<file path="config.mk">
export PLATFORM = sky130hd
export DESIGN_NAME = sacv_top
export DESIGN_NICKNAME = d
export VERILOG_FILES = /design/src/hdl/sacv_pkg.sv /design/src/hdl/sacv_gain.sv /design/src/hdl/sacv_top.sv
export SDC_FILE = /design/constraint.sdc
export NUM_CORES = 2
export LEC_CHECK = 0
export ABC_AREA = 1
export BUFFER_PORTS_ARGS = -buffer_cell sky130_fd_sc_hd__buf_2
export CAP_MARGIN = 40
export CORE_MARGIN = 2
export CORE_UTILIZATION = 50
export CTS_BUF_LIST = sky130_fd_sc_hd__clkbuf_8
export DETAILED_ROUTE_END_ITERATION = 6
export HOLD_SLACK_MARGIN = 0.1
export PLACE_DENSITY = 0.7
export SYNTH_ARGS = -nofsm -noshare
export SYNTH_HDL_FRONTEND = slang
export SYNTH_SLANG_ARGS = --single-unit
</file>
<file path="constraint.sdc">
create_clock -name CLK_SYS_I -period 13 [get_ports CLK_SYS_I]
set_input_delay 2.6 -clock CLK_SYS_I [delete_from_list [all_inputs] [get_ports CLK_SYS_I]]
set_output_delay 2.6 -clock CLK_SYS_I [all_outputs]
set_load 0.02 [all_outputs]
</file>
<file path="src/hdl/sacv_pkg.sv">
// Function
// [RULE_01] two sigma-delta channels, 24-bit, 128x oversampling
// [RULE_02] power register bits 3/2 enable left/right
// [RULE_03] software mutes a channel before disabling it
// [RULE_04] converter clock runs only with system clock enable
// [RULE_05] converter rate follows sample rate and ratio; here only the ratio field sets the period, rate is stored only
// [RULE_06] gain 0.375*(X-192) dB, code zero mutes
// [RULE_07] gain spans -71.625 to +23.625 dB
// [RULE_08] volume writes held until commit
// [RULE_09] commit bit 8 applies both gains together
// [RULE_10] left volume bits 7:0 at 15h, reset C0h
// [RULE_11] right volume bits 7:0 at 16h, same reset
// [RULE_12] both gains change on same sample frame
package sacv_pkg;

   // ==========================================================
   // register indexes, byte address is four times the index
   // ==========================================================
   localparam logic [7:0] SACV_IDX_CLK    = 8'h08;
   localparam logic [7:0] SACV_IDX_LVOL   = 8'h15;
   localparam logic [7:0] SACV_IDX_RVOL   = 8'h16;
   localparam logic [7:0] SACV_IDX_PWR    = 8'h19;
   localparam logic [7:0] SACV_IDX_STAT   = 8'h1A;
   localparam int         SACV_AW         = 10;

   // ==========================================================
   // field positions and reset values
   // ==========================================================
   localparam int         SACV_VOL_LSB    = 0;
   localparam int         SACV_VU_BIT     = 8;
   localparam int         SACV_LEN_BIT    = 3;
   localparam int         SACV_REN_BIT    = 2;
   localparam int         SACV_SYSEN_BIT  = 0;
   localparam int         SACV_RATE_LSB   = 4;
   localparam int         SACV_RATIO_LSB  = 8;
   localparam int         SACV_APPL_LSB   = 0;
   localparam int         SACV_APPR_LSB   = 8;
   localparam int         SACV_PEND_BIT   = 16;
   localparam logic [7:0] SACV_VOL_RST    = 8'hC0;

   // ==========================================================
   // converter figures
   // ==========================================================
   localparam int         SACV_SW         = 24;
   localparam logic [6:0] SACV_OSR_LAST   = 7'h7F;
   localparam logic [7:0] SACV_OSR_FULL   = 8'h80;
   localparam logic [7:0] SACV_MID        = 8'h40;

   typedef struct packed {
      logic [7:0]        lvol;
      logic [7:0]        rvol;
      logic [7:0]        lapp;
      logic [7:0]        rapp;
      logic              pend;
      logic              len;
      logic              ren;
      logic              sysen;
      logic [3:0]        rate;
      logic [2:0]        ratio;
      logic [5:0]        div;
      logic              cclk;
      logic [6:0]        bits;
      logic [7:0]        lacc;
      logic [7:0]        racc;
      logic              frame;
      logic [23:0]       lsmp;
      logic [23:0]       rsmp;
      logic              ack;
      logic [31:0]       rdata;
      logic              err;
   } sacv_state_s;

   function automatic logic [SACV_AW-1:0] sacv_addr(input logic [7:0] idx);
      return {idx, 2'b00};
   endfunction

endpackage

</file>
<file path="src/hdl/sacv_gain.sv">
`timescale 1ns/10ps
module sacv_gain
   import sacv_pkg::*;
(
   // clock and reset
   input  wire logic                  clk_i,
   input  wire logic                  rst_n_i,
   // sample in
   input  wire logic                  valid_i,
   input  wire logic [SACV_SW-1:0]    sample_i,
   input  wire logic [7:0]            code_i,
   // sample out
   output logic                       valid_o,
   output logic [SACV_SW-1:0]         sample_o
);

   typedef struct packed {
      logic              vld;
      logic [23:0]       smp;
   } sacv_gain_s;

   sacv_gain_s s_q;
   sacv_gain_s s_d;

   // ==========================================================
   // 0.375 dB mantissa, 2^14 = unity; 16 steps make 6 dB
   // ==========================================================
   function automatic logic [15:0] mant(input logic [3:0] r);
      logic [15:0] m;
      m = 16'h4000;
      unique case (r)
         4'h0: m = 16'h4000;
         4'h1: m = 16'h42D2;
         4'h2: m = 16'h45C5;
         4'h3: m = 16'h48DA;
         4'h4: m = 16'h4C10;
         4'h5: m = 16'h4F6B;
         4'h6: m = 16'h52EC;
         4'h7: m = 16'h5695;
         4'h8: m = 16'h5A67;
         4'h9: m = 16'h5E64;
         4'hA: m = 16'h628E;
         4'hB: m = 16'h66E7;
         4'hC: m = 16'h6B72;
         4'hD: m = 16'h702F;
         4'hE: m = 16'h7522;
         4'hF: m = 16'h7A4D;
      endcase
      return m;
   endfunction

   logic signed [40:0] prod;
   logic signed [43:0] wide;
   logic [4:0]         rsh;

   always_comb begin
      s_d  = s_q;
      prod = $signed(sample_i) * $signed({1'b0, mant(code_i[3:0])});
      // code X: exponent X[7:4]-12 octaves, 0 dB at C0h
      rsh  = 5'(29 - int'(code_i[7:4]));
      wide = (44'(prod) <<< 3) >>> rsh; // see [RULE_06]
      s_d.vld = valid_i;
      if (valid_i) begin
         if (code_i == 8'h00) begin
            s_d.smp = 24'h000000; // see [RULE_06]
         end else if (wide > 44'sh0007FFFFF) begin
            s_d.smp = 24'h7FFFFF; // see [RULE_07]
         end else if (wide < -44'sh000800000) begin
            s_d.smp = 24'h800000;
         end else begin
            s_d.smp = wide[23:0];
         end
      end
   end

   always_ff @(posedge clk_i or negedge rst_n_i) begin
      if (!rst_n_i) begin
         s_q <= '0;
      end else begin
         s_q <= s_d;
      end
   end

   assign valid_o  = s_q.vld;
   assign sample_o = s_q.smp;

endmodule // sacv_gain

</file>
<file path="src/hdl/sacv_top.sv">
// Design decision made here: the APB slave port.
`timescale 1ns/10ps
module sacv_top
   import sacv_pkg::*;
(
   // clock and reset
   input  wire logic                  CLK_SYS_I,
   input  wire logic                  RST_N_I,
   // apb slave
   input  wire logic                  PSEL_I,
   input  wire logic                  PENABLE_I,
   input  wire logic                  PWRITE_I,
   input  wire logic [SACV_AW-1:0]    PADDR_I,
   input  wire logic [31:0]           PWDATA_I,
   output logic [31:0]                PRDATA_O,
   output logic                       PREADY_O,
   output logic                       PSLVERR_O,
   // modulator side
   input  wire logic                  LEFT_MOD_I,
   input  wire logic                  RIGHT_MOD_I,
   output logic                       CONV_CLK_O,
   // captured samples toward the serial interface
   output logic [SACV_SW-1:0]         CAPTURE_SERIAL_OUT_LEFT_O,
   output logic [SACV_SW-1:0]         CAPTURE_SERIAL_OUT_RIGHT_O,
   output logic                       CAPTURE_SERIAL_OUT_VALID_O
);

   sacv_state_s s_q;
   sacv_state_s s_d;

   // ==========================================================
   // helpers
   // ==========================================================

   // converter clock period in system clocks, 128x fs
   function automatic logic [5:0] period_of(input logic [2:0] ratio);
      logic [5:0] p;
      p = 6'h02;
      unique case (ratio)
         3'h0: p = 6'h02;
         3'h1: p = 6'h03;
         3'h2: p = 6'h04;
         3'h3: p = 6'h06;
         3'h4: p = 6'h08;
         3'h5: p = 6'h0C;
         3'h6: p = 6'h18;
         3'h7: p = 6'h30;
      endcase
      return p;
   endfunction

   // ones count over one frame to a signed 24-bit sample
   function automatic logic [23:0] to_sample(input logic [7:0] cnt);
      logic [7:0] v;
      v = cnt - SACV_MID;
      if (cnt >= SACV_OSR_FULL) begin
         return 24'h7FFFFF;
      end
      return {v[6:0], 17'h00000};
   endfunction

   function automatic logic hit(input logic [SACV_AW-1:0] a,
                                input logic [7:0]         idx);
      return a == sacv_addr(idx);
   endfunction

   // ==========================================================
   // combinational next state
   // ==========================================================
   logic       bus_go;
   logic       bus_done;
   logic       mapped;
   logic       wr_lvol;
   logic       wr_rvol;
   logic       commit;
   logic       tick;
   logic [5:0] period;
   logic       lbit;
   logic       rbit;

   always_comb begin
      s_d      = s_q;
      mapped   = hit(PADDR_I, SACV_IDX_CLK)  | hit(PADDR_I, SACV_IDX_LVOL) |
                 hit(PADDR_I, SACV_IDX_RVOL) | hit(PADDR_I, SACV_IDX_PWR)  |
                 hit(PADDR_I, SACV_IDX_STAT);
      // one wait state: read data is registered before pready
      bus_go   = PSEL_I & PENABLE_I & ~s_q.ack;
      bus_done = PSEL_I & PENABLE_I & s_q.ack;
      wr_lvol  = bus_done & PWRITE_I & hit(PADDR_I, SACV_IDX_LVOL);
      wr_rvol  = bus_done & PWRITE_I & hit(PADDR_I, SACV_IDX_RVOL);
      commit   = (wr_lvol | wr_rvol) & PWDATA_I[SACV_VU_BIT]; // see [RULE_09]
      period   = period_of(s_q.ratio); // see [RULE_05]
      tick     = s_q.sysen & (s_q.div >= period - 6'h01);
      lbit     = LEFT_MOD_I & s_q.len;
      rbit     = RIGHT_MOD_I & s_q.ren;

      // =======================================================
      // apb access
      // =======================================================
      s_d.ack = bus_go;
      if (bus_go) begin
         s_d.err   = ~mapped;
         s_d.rdata = 32'h00000000;
         if (!PWRITE_I) begin
            if (hit(PADDR_I, SACV_IDX_LVOL)) begin
               // update bit is write-only and reads zero
               s_d.rdata[SACV_VOL_LSB +: 8] = s_q.lvol; // see [RULE_10]
            end
            if (hit(PADDR_I, SACV_IDX_RVOL)) begin
               s_d.rdata[SACV_VOL_LSB +: 8] = s_q.rvol; // see [RULE_11]
            end
            if (hit(PADDR_I, SACV_IDX_PWR)) begin
               s_d.rdata[SACV_LEN_BIT] = s_q.len;
               s_d.rdata[SACV_REN_BIT] = s_q.ren;
            end
            if (hit(PADDR_I, SACV_IDX_CLK)) begin
               s_d.rdata[SACV_SYSEN_BIT]      = s_q.sysen;
               s_d.rdata[SACV_RATE_LSB +: 4]  = s_q.rate;
               s_d.rdata[SACV_RATIO_LSB +: 3] = s_q.ratio;
            end
            if (hit(PADDR_I, SACV_IDX_STAT)) begin
               s_d.rdata[SACV_APPL_LSB +: 8] = s_q.lapp;
               s_d.rdata[SACV_APPR_LSB +: 8] = s_q.rapp;
               s_d.rdata[SACV_PEND_BIT]      = s_q.pend;
            end
         end
      end

      // held volume only; applied gain waits for a commit
      if (wr_lvol) begin
         s_d.lvol = PWDATA_I[SACV_VOL_LSB +: 8]; // see [RULE_08]
      end
      if (wr_rvol) begin
         s_d.rvol = PWDATA_I[SACV_VOL_LSB +: 8]; // see [RULE_08]
      end
      if (bus_done && PWRITE_I && hit(PADDR_I, SACV_IDX_PWR)) begin
         s_d.len = PWDATA_I[SACV_LEN_BIT]; // see [RULE_02]
         s_d.ren = PWDATA_I[SACV_REN_BIT]; // see [RULE_02]
      end
      if (bus_done && PWRITE_I && hit(PADDR_I, SACV_IDX_CLK)) begin
         s_d.sysen = PWDATA_I[SACV_SYSEN_BIT];
         s_d.rate  = PWDATA_I[SACV_RATE_LSB +: 4];
         s_d.ratio = PWDATA_I[SACV_RATIO_LSB +: 3];
      end

      // =======================================================
      // converter clock, gated by the system clock enable
      // =======================================================
      if (!s_q.sysen) begin
         s_d.div  = 6'h00; // see [RULE_04]
         s_d.cclk = 1'b0;
      end else if (tick) begin
         s_d.div  = 6'h00;
         s_d.cclk = 1'b1;
      end else begin
         s_d.div  = s_q.div + 6'h01;
         // high for the first half period, low for the rest
         s_d.cclk = (s_q.div + 6'h01) < (period >> 1); // see [RULE_05]
      end

      // =======================================================
      // decimation: ones count over 128 modulator clocks
      // =======================================================
      s_d.frame = 1'b0;
      if (tick) begin
         s_d.bits = s_q.bits + 7'h01;
         s_d.lacc = s_q.lacc + {7'h00, lbit}; // see [RULE_01]
         s_d.racc = s_q.racc + {7'h00, rbit}; // see [RULE_01]
         if (s_q.bits == SACV_OSR_LAST) begin
            s_d.frame = 1'b1;
            s_d.lacc  = 8'h00;
            s_d.racc  = 8'h00;
            // a disabled channel delivers silence, not full scale
            s_d.lsmp  = s_q.len ? to_sample(s_q.lacc + {7'h00, lbit})
                                : 24'h000000; // see [RULE_02]
            s_d.rsmp  = s_q.ren ? to_sample(s_q.racc + {7'h00, rbit})
                                : 24'h000000; // see [RULE_02]
         end
      end
      if (!s_q.len) begin
         s_d.lacc = 8'h00;
      end
      if (!s_q.ren) begin
         s_d.racc = 8'h00;
      end

      // =======================================================
      // gain commit, both channels on one frame
      // =======================================================
      if (s_d.frame && s_q.pend) begin
         s_d.lapp = s_d.lvol; // see [RULE_12]
         s_d.rapp = s_d.rvol; // see [RULE_12]
         s_d.pend = 1'b0;
      end
      // a commit in the frame cycle stays pending; set wins
      if (commit) begin
         s_d.pend = 1'b1; // see [RULE_09]
      end
   end

   // ==========================================================
   // state register
   // ==========================================================
   always_ff @(posedge CLK_SYS_I or negedge RST_N_I) begin
      if (!RST_N_I) begin
         s_q      <= '0;
         s_q.lvol <= SACV_VOL_RST; // see [RULE_10]
         s_q.rvol <= SACV_VOL_RST; // see [RULE_11]
         s_q.lapp <= SACV_VOL_RST;
         s_q.rapp <= SACV_VOL_RST;
      end else begin
         s_q <= s_d;
      end
   end

   // ==========================================================
   // digital volume, one stage per channel
   // ==========================================================
   // gain and sample enter together, so a fresh gain meets
   // the first sample of its frame on both channels
   sacv_gain u_gain_left (
      .clk_i    (CLK_SYS_I),
      .rst_n_i  (RST_N_I),
      .valid_i  (s_q.frame),
      .sample_i (s_q.lsmp),
      .code_i   (s_q.lapp),
      .valid_o  (CAPTURE_SERIAL_OUT_VALID_O),
      .sample_o (CAPTURE_SERIAL_OUT_LEFT_O)
   );

   sacv_gain u_gain_right (
      .clk_i    (CLK_SYS_I),
      .rst_n_i  (RST_N_I),
      .valid_i  (s_q.frame),
      .sample_i (s_q.rsmp),
      .code_i   (s_q.rapp),
      .valid_o  (),
      .sample_o (CAPTURE_SERIAL_OUT_RIGHT_O)
   );

   // ==========================================================
   // outputs
   // ==========================================================
   assign PREADY_O   = PSEL_I & PENABLE_I & s_q.ack;
   assign PRDATA_O   = s_q.rdata;
   assign PSLVERR_O  = PREADY_O & s_q.err;
   assign CONV_CLK_O = s_q.cclk;

endmodule // sacv_top

</file>
==> results.yml <==
synthesis:
  synth_ff_type: "dfrtp_1"
  syn-cell-area_mm2: 0.0331
  ys_seq_area_frac: 0.120
  synthArstFlopShare: 1.00
  syn_inst: 4698
  yosys_register_bits: 158
  synth_cell_type_count: 62
  synth_edf_count: 0
  avgSynthCellArea_um2: 7.06
  ys_warn_count: 0
floorplan:
  die_w_um: 261
  floorplan.initialDensity: 0.504
  core_mm2: 0.0657
  dieArea_mm2: 0.0684
  die_y_um: 261
  rows: 94
  ioPinCount: 133
routing:
  wirelength_mm: 86.6
  vias_per_cell: 5.18
  drt_iter0_drc: 1971
  wl_per_cell_um: 15.6
  vias: 28831
  ant_nets: 0
  dr.pass1.iters: 6
  drc: 0
clock_network:
  clkTransAtPathRegs_ns: 0.10
  cts_made_buffers: 17
  root_buffer: "clkbuf_8"
  clk_latency_ns: 0.51
  cts_tree: "yes"
  h-tree-depth: 4
  clock_sinks: 158
  clk_path_buf_depth: 2
  hold_buffers: 0
  postCtsSetupBuffers: 0
  cts_resized: 0
sta:
  finalCritPeriodShare: 0.756
  max-slew-margin-rel: 0.451
  setup_ws_ns: 3.17
  worstMarginPinSlew_ns: 0.823
  finalSetupViolCount: 0
  fmaxAchievable_mhz: 102
  min_period_ns: 9.83
  drv_slew: 0
  finalHoldViolCount: 0
  setup_tns_ns: 0
  rsz0062_at_grt: "false"
  skew_ns: 0.0180
  timing.hold.ws_ns: 0.482
placed_design:
  port_buffers: 96
  dp_cells: 5533
  hpwl_mm: 73.6
  gp_congestion: 0.936
  dp_slack_ns: 3.32
grt:
  overflow: 0
  grt_usage: 0.266
  first_global_vias: 29676
  grt_first_pass_wirelength_mm: 146
  grt_max_degree: 86
  antenna_found_initial: 1
min_path:
  whs_path_depth: 2
  hold_path_class: "register to register"
  min_from: "u_gain_left.sample_o[12]"
power:
  comb_power_share: 0.031
  switching_share: 0.275
  vdd_drop_max_mv: 0.0441
  seqPwrFrac: 0.541
  p_leak_uw: 0.0197
  power_switching_uw: 250
  p_total_uw: 910
  power.density_mw_per_mm2: 26.2
  intPower_uw: 660
  clock_power_share: 0.428
critical_path:
  r2r_start: "s_q[125]"
  cp.arrival_ns: 10.23
  cp-start-kind: "register"
  crit_required_ns: 13.40
  cp_slowest_cell: "fa_1"
  path_common_cell: "nand2_1"
  cp_max_fo: 23
  slowest_delay_ns: 0.83
  critical_path_class: "register to register"
  r2r_cells: 48
  setup.worst_path.start: "s_q[125]"
  critPathCaptureType: "register"
finish:
  drive_gt1_frac: 0.0602
  layout_common_cells: "nand2_1 (1244), inv_1 (913), fa_1 (449)"
  syn2layout_area_growth_pct: 4.58
  final_common_cell: "nand2_1"
  finalNetCount: 5416
  finalNonFillerCells: 5566
  multiInputGateArea_mm2: 0.0249
  fillers: 6552
  register_area_mm2: 0.00396
run:
  maxCapViolCount: 0
run_status:
  outcome: "finished, final reports clean"
-- power groups by stage --
stage / clock network (uW) / registers (uW) / logic, uW
after floorplan: 0 / 502 / 12.2
after global placement: 0 / 502 / 27.7
after detailed placement: 0 / 502 / 29.0
after CTS: 401 / 493 / 29.0
after global routing: 417 / 493 / 32.1
final: 389 / 493 / 28.2
-- layout make-up --
cell class	count	area share
Sequential cell	158	0.114
Inverter	943	0.102
Clock inverter	15	0.00484
Clock buffer	17	0.00675
Multi-Input combinational cell	3441	0.717
Tap cell	864	0.0312
Antenna cell	1	0.0000722
Timing Repair Buffer	127	0.0233
-- worst paths after layout --
kind                                             endpoint  slack, ns
worst max register to register  u_gain_right.sample_o[12]       3.17
min in group asynchronous         u_gain_left.sample_o[4]       2.13
worst min register to register   u_gain_left.sample_o[12]       0.48
max in group asynchronous                         s_q[79]       9.75
worst min-delay path             u_gain_left.sample_o[12]       0.48
worst max-delay path            u_gain_right.sample_o[12]       3.17
-- registers in the layout (all words and copies together), names as in the netlist --
register               count
CONV_CLK_O                 1
PRDATA_O                  17
s_q                       91
u_gain_left.sample_o      24
u_gain_left.valid_o        1
u_gain_right.sample_o     24
-- critical path: cells and delay by family, from the launching register on --
kind                     cells  cell delay (ns)
AO/OA/AOI/OAI                4             1.27
AND/OR/NAND/NOR             24             2.71
XOR/XNOR                     1             0.17
flip-flops                   1             0.54
adder cells (fa/ha/maj)      8             3.87
buffers and inverters       11             1.15
-- cell families after synthesis --
group / share of synthesized area
compound gates: 0.0835
fa+ha+maj: 0.359
flops: 0.120
mux: 0.00430
xor+xnor: 0.0324
simple gates: 0.269
buf+inv: 0.133
other cells: 0.000113
-- per-layer routing --
layer	track usage	vias to the layer above	wire length, um
li1	-	14359	-
met1	0.336	13700	36900
met2	0.471	641	43100
met3	0.0295	131	3650
met4	0.0915	0	2920
met5	0	-	0
-- cells in the mapped netlist (all sizes together), types with 17 or more instances --
cell | n | area share
clkbuf | 81 | 0.0092
xnor2 | 29 | 0.0077
nor3 | 33 | 0.0053
dfrtp | 150 | 0.11
inv | 930 | 0.11
xor2 | 92 | 0.025
a21oi | 131 | 0.020
nand2 | 1279 | 0.15
ha | 230 | 0.087
nand4 | 17 | 0.0032
nand3 | 394 | 0.063
fa | 449 | 0.27
o21ai | 255 | 0.039
buf | 89 | 0.017
nor2 | 373 | 0.044
-- through the flow --
stage / cell area (um^2) / utilization
after CTS: 34700 / 0.527
after global routing: 34700 / 0.527
final: 34700 / 0.527
after floorplan: 33200 / -
after global placement: 34100 / 0.519
after detailed placement: 34300 / 0.521
Power figures use the tool's default switching activity.
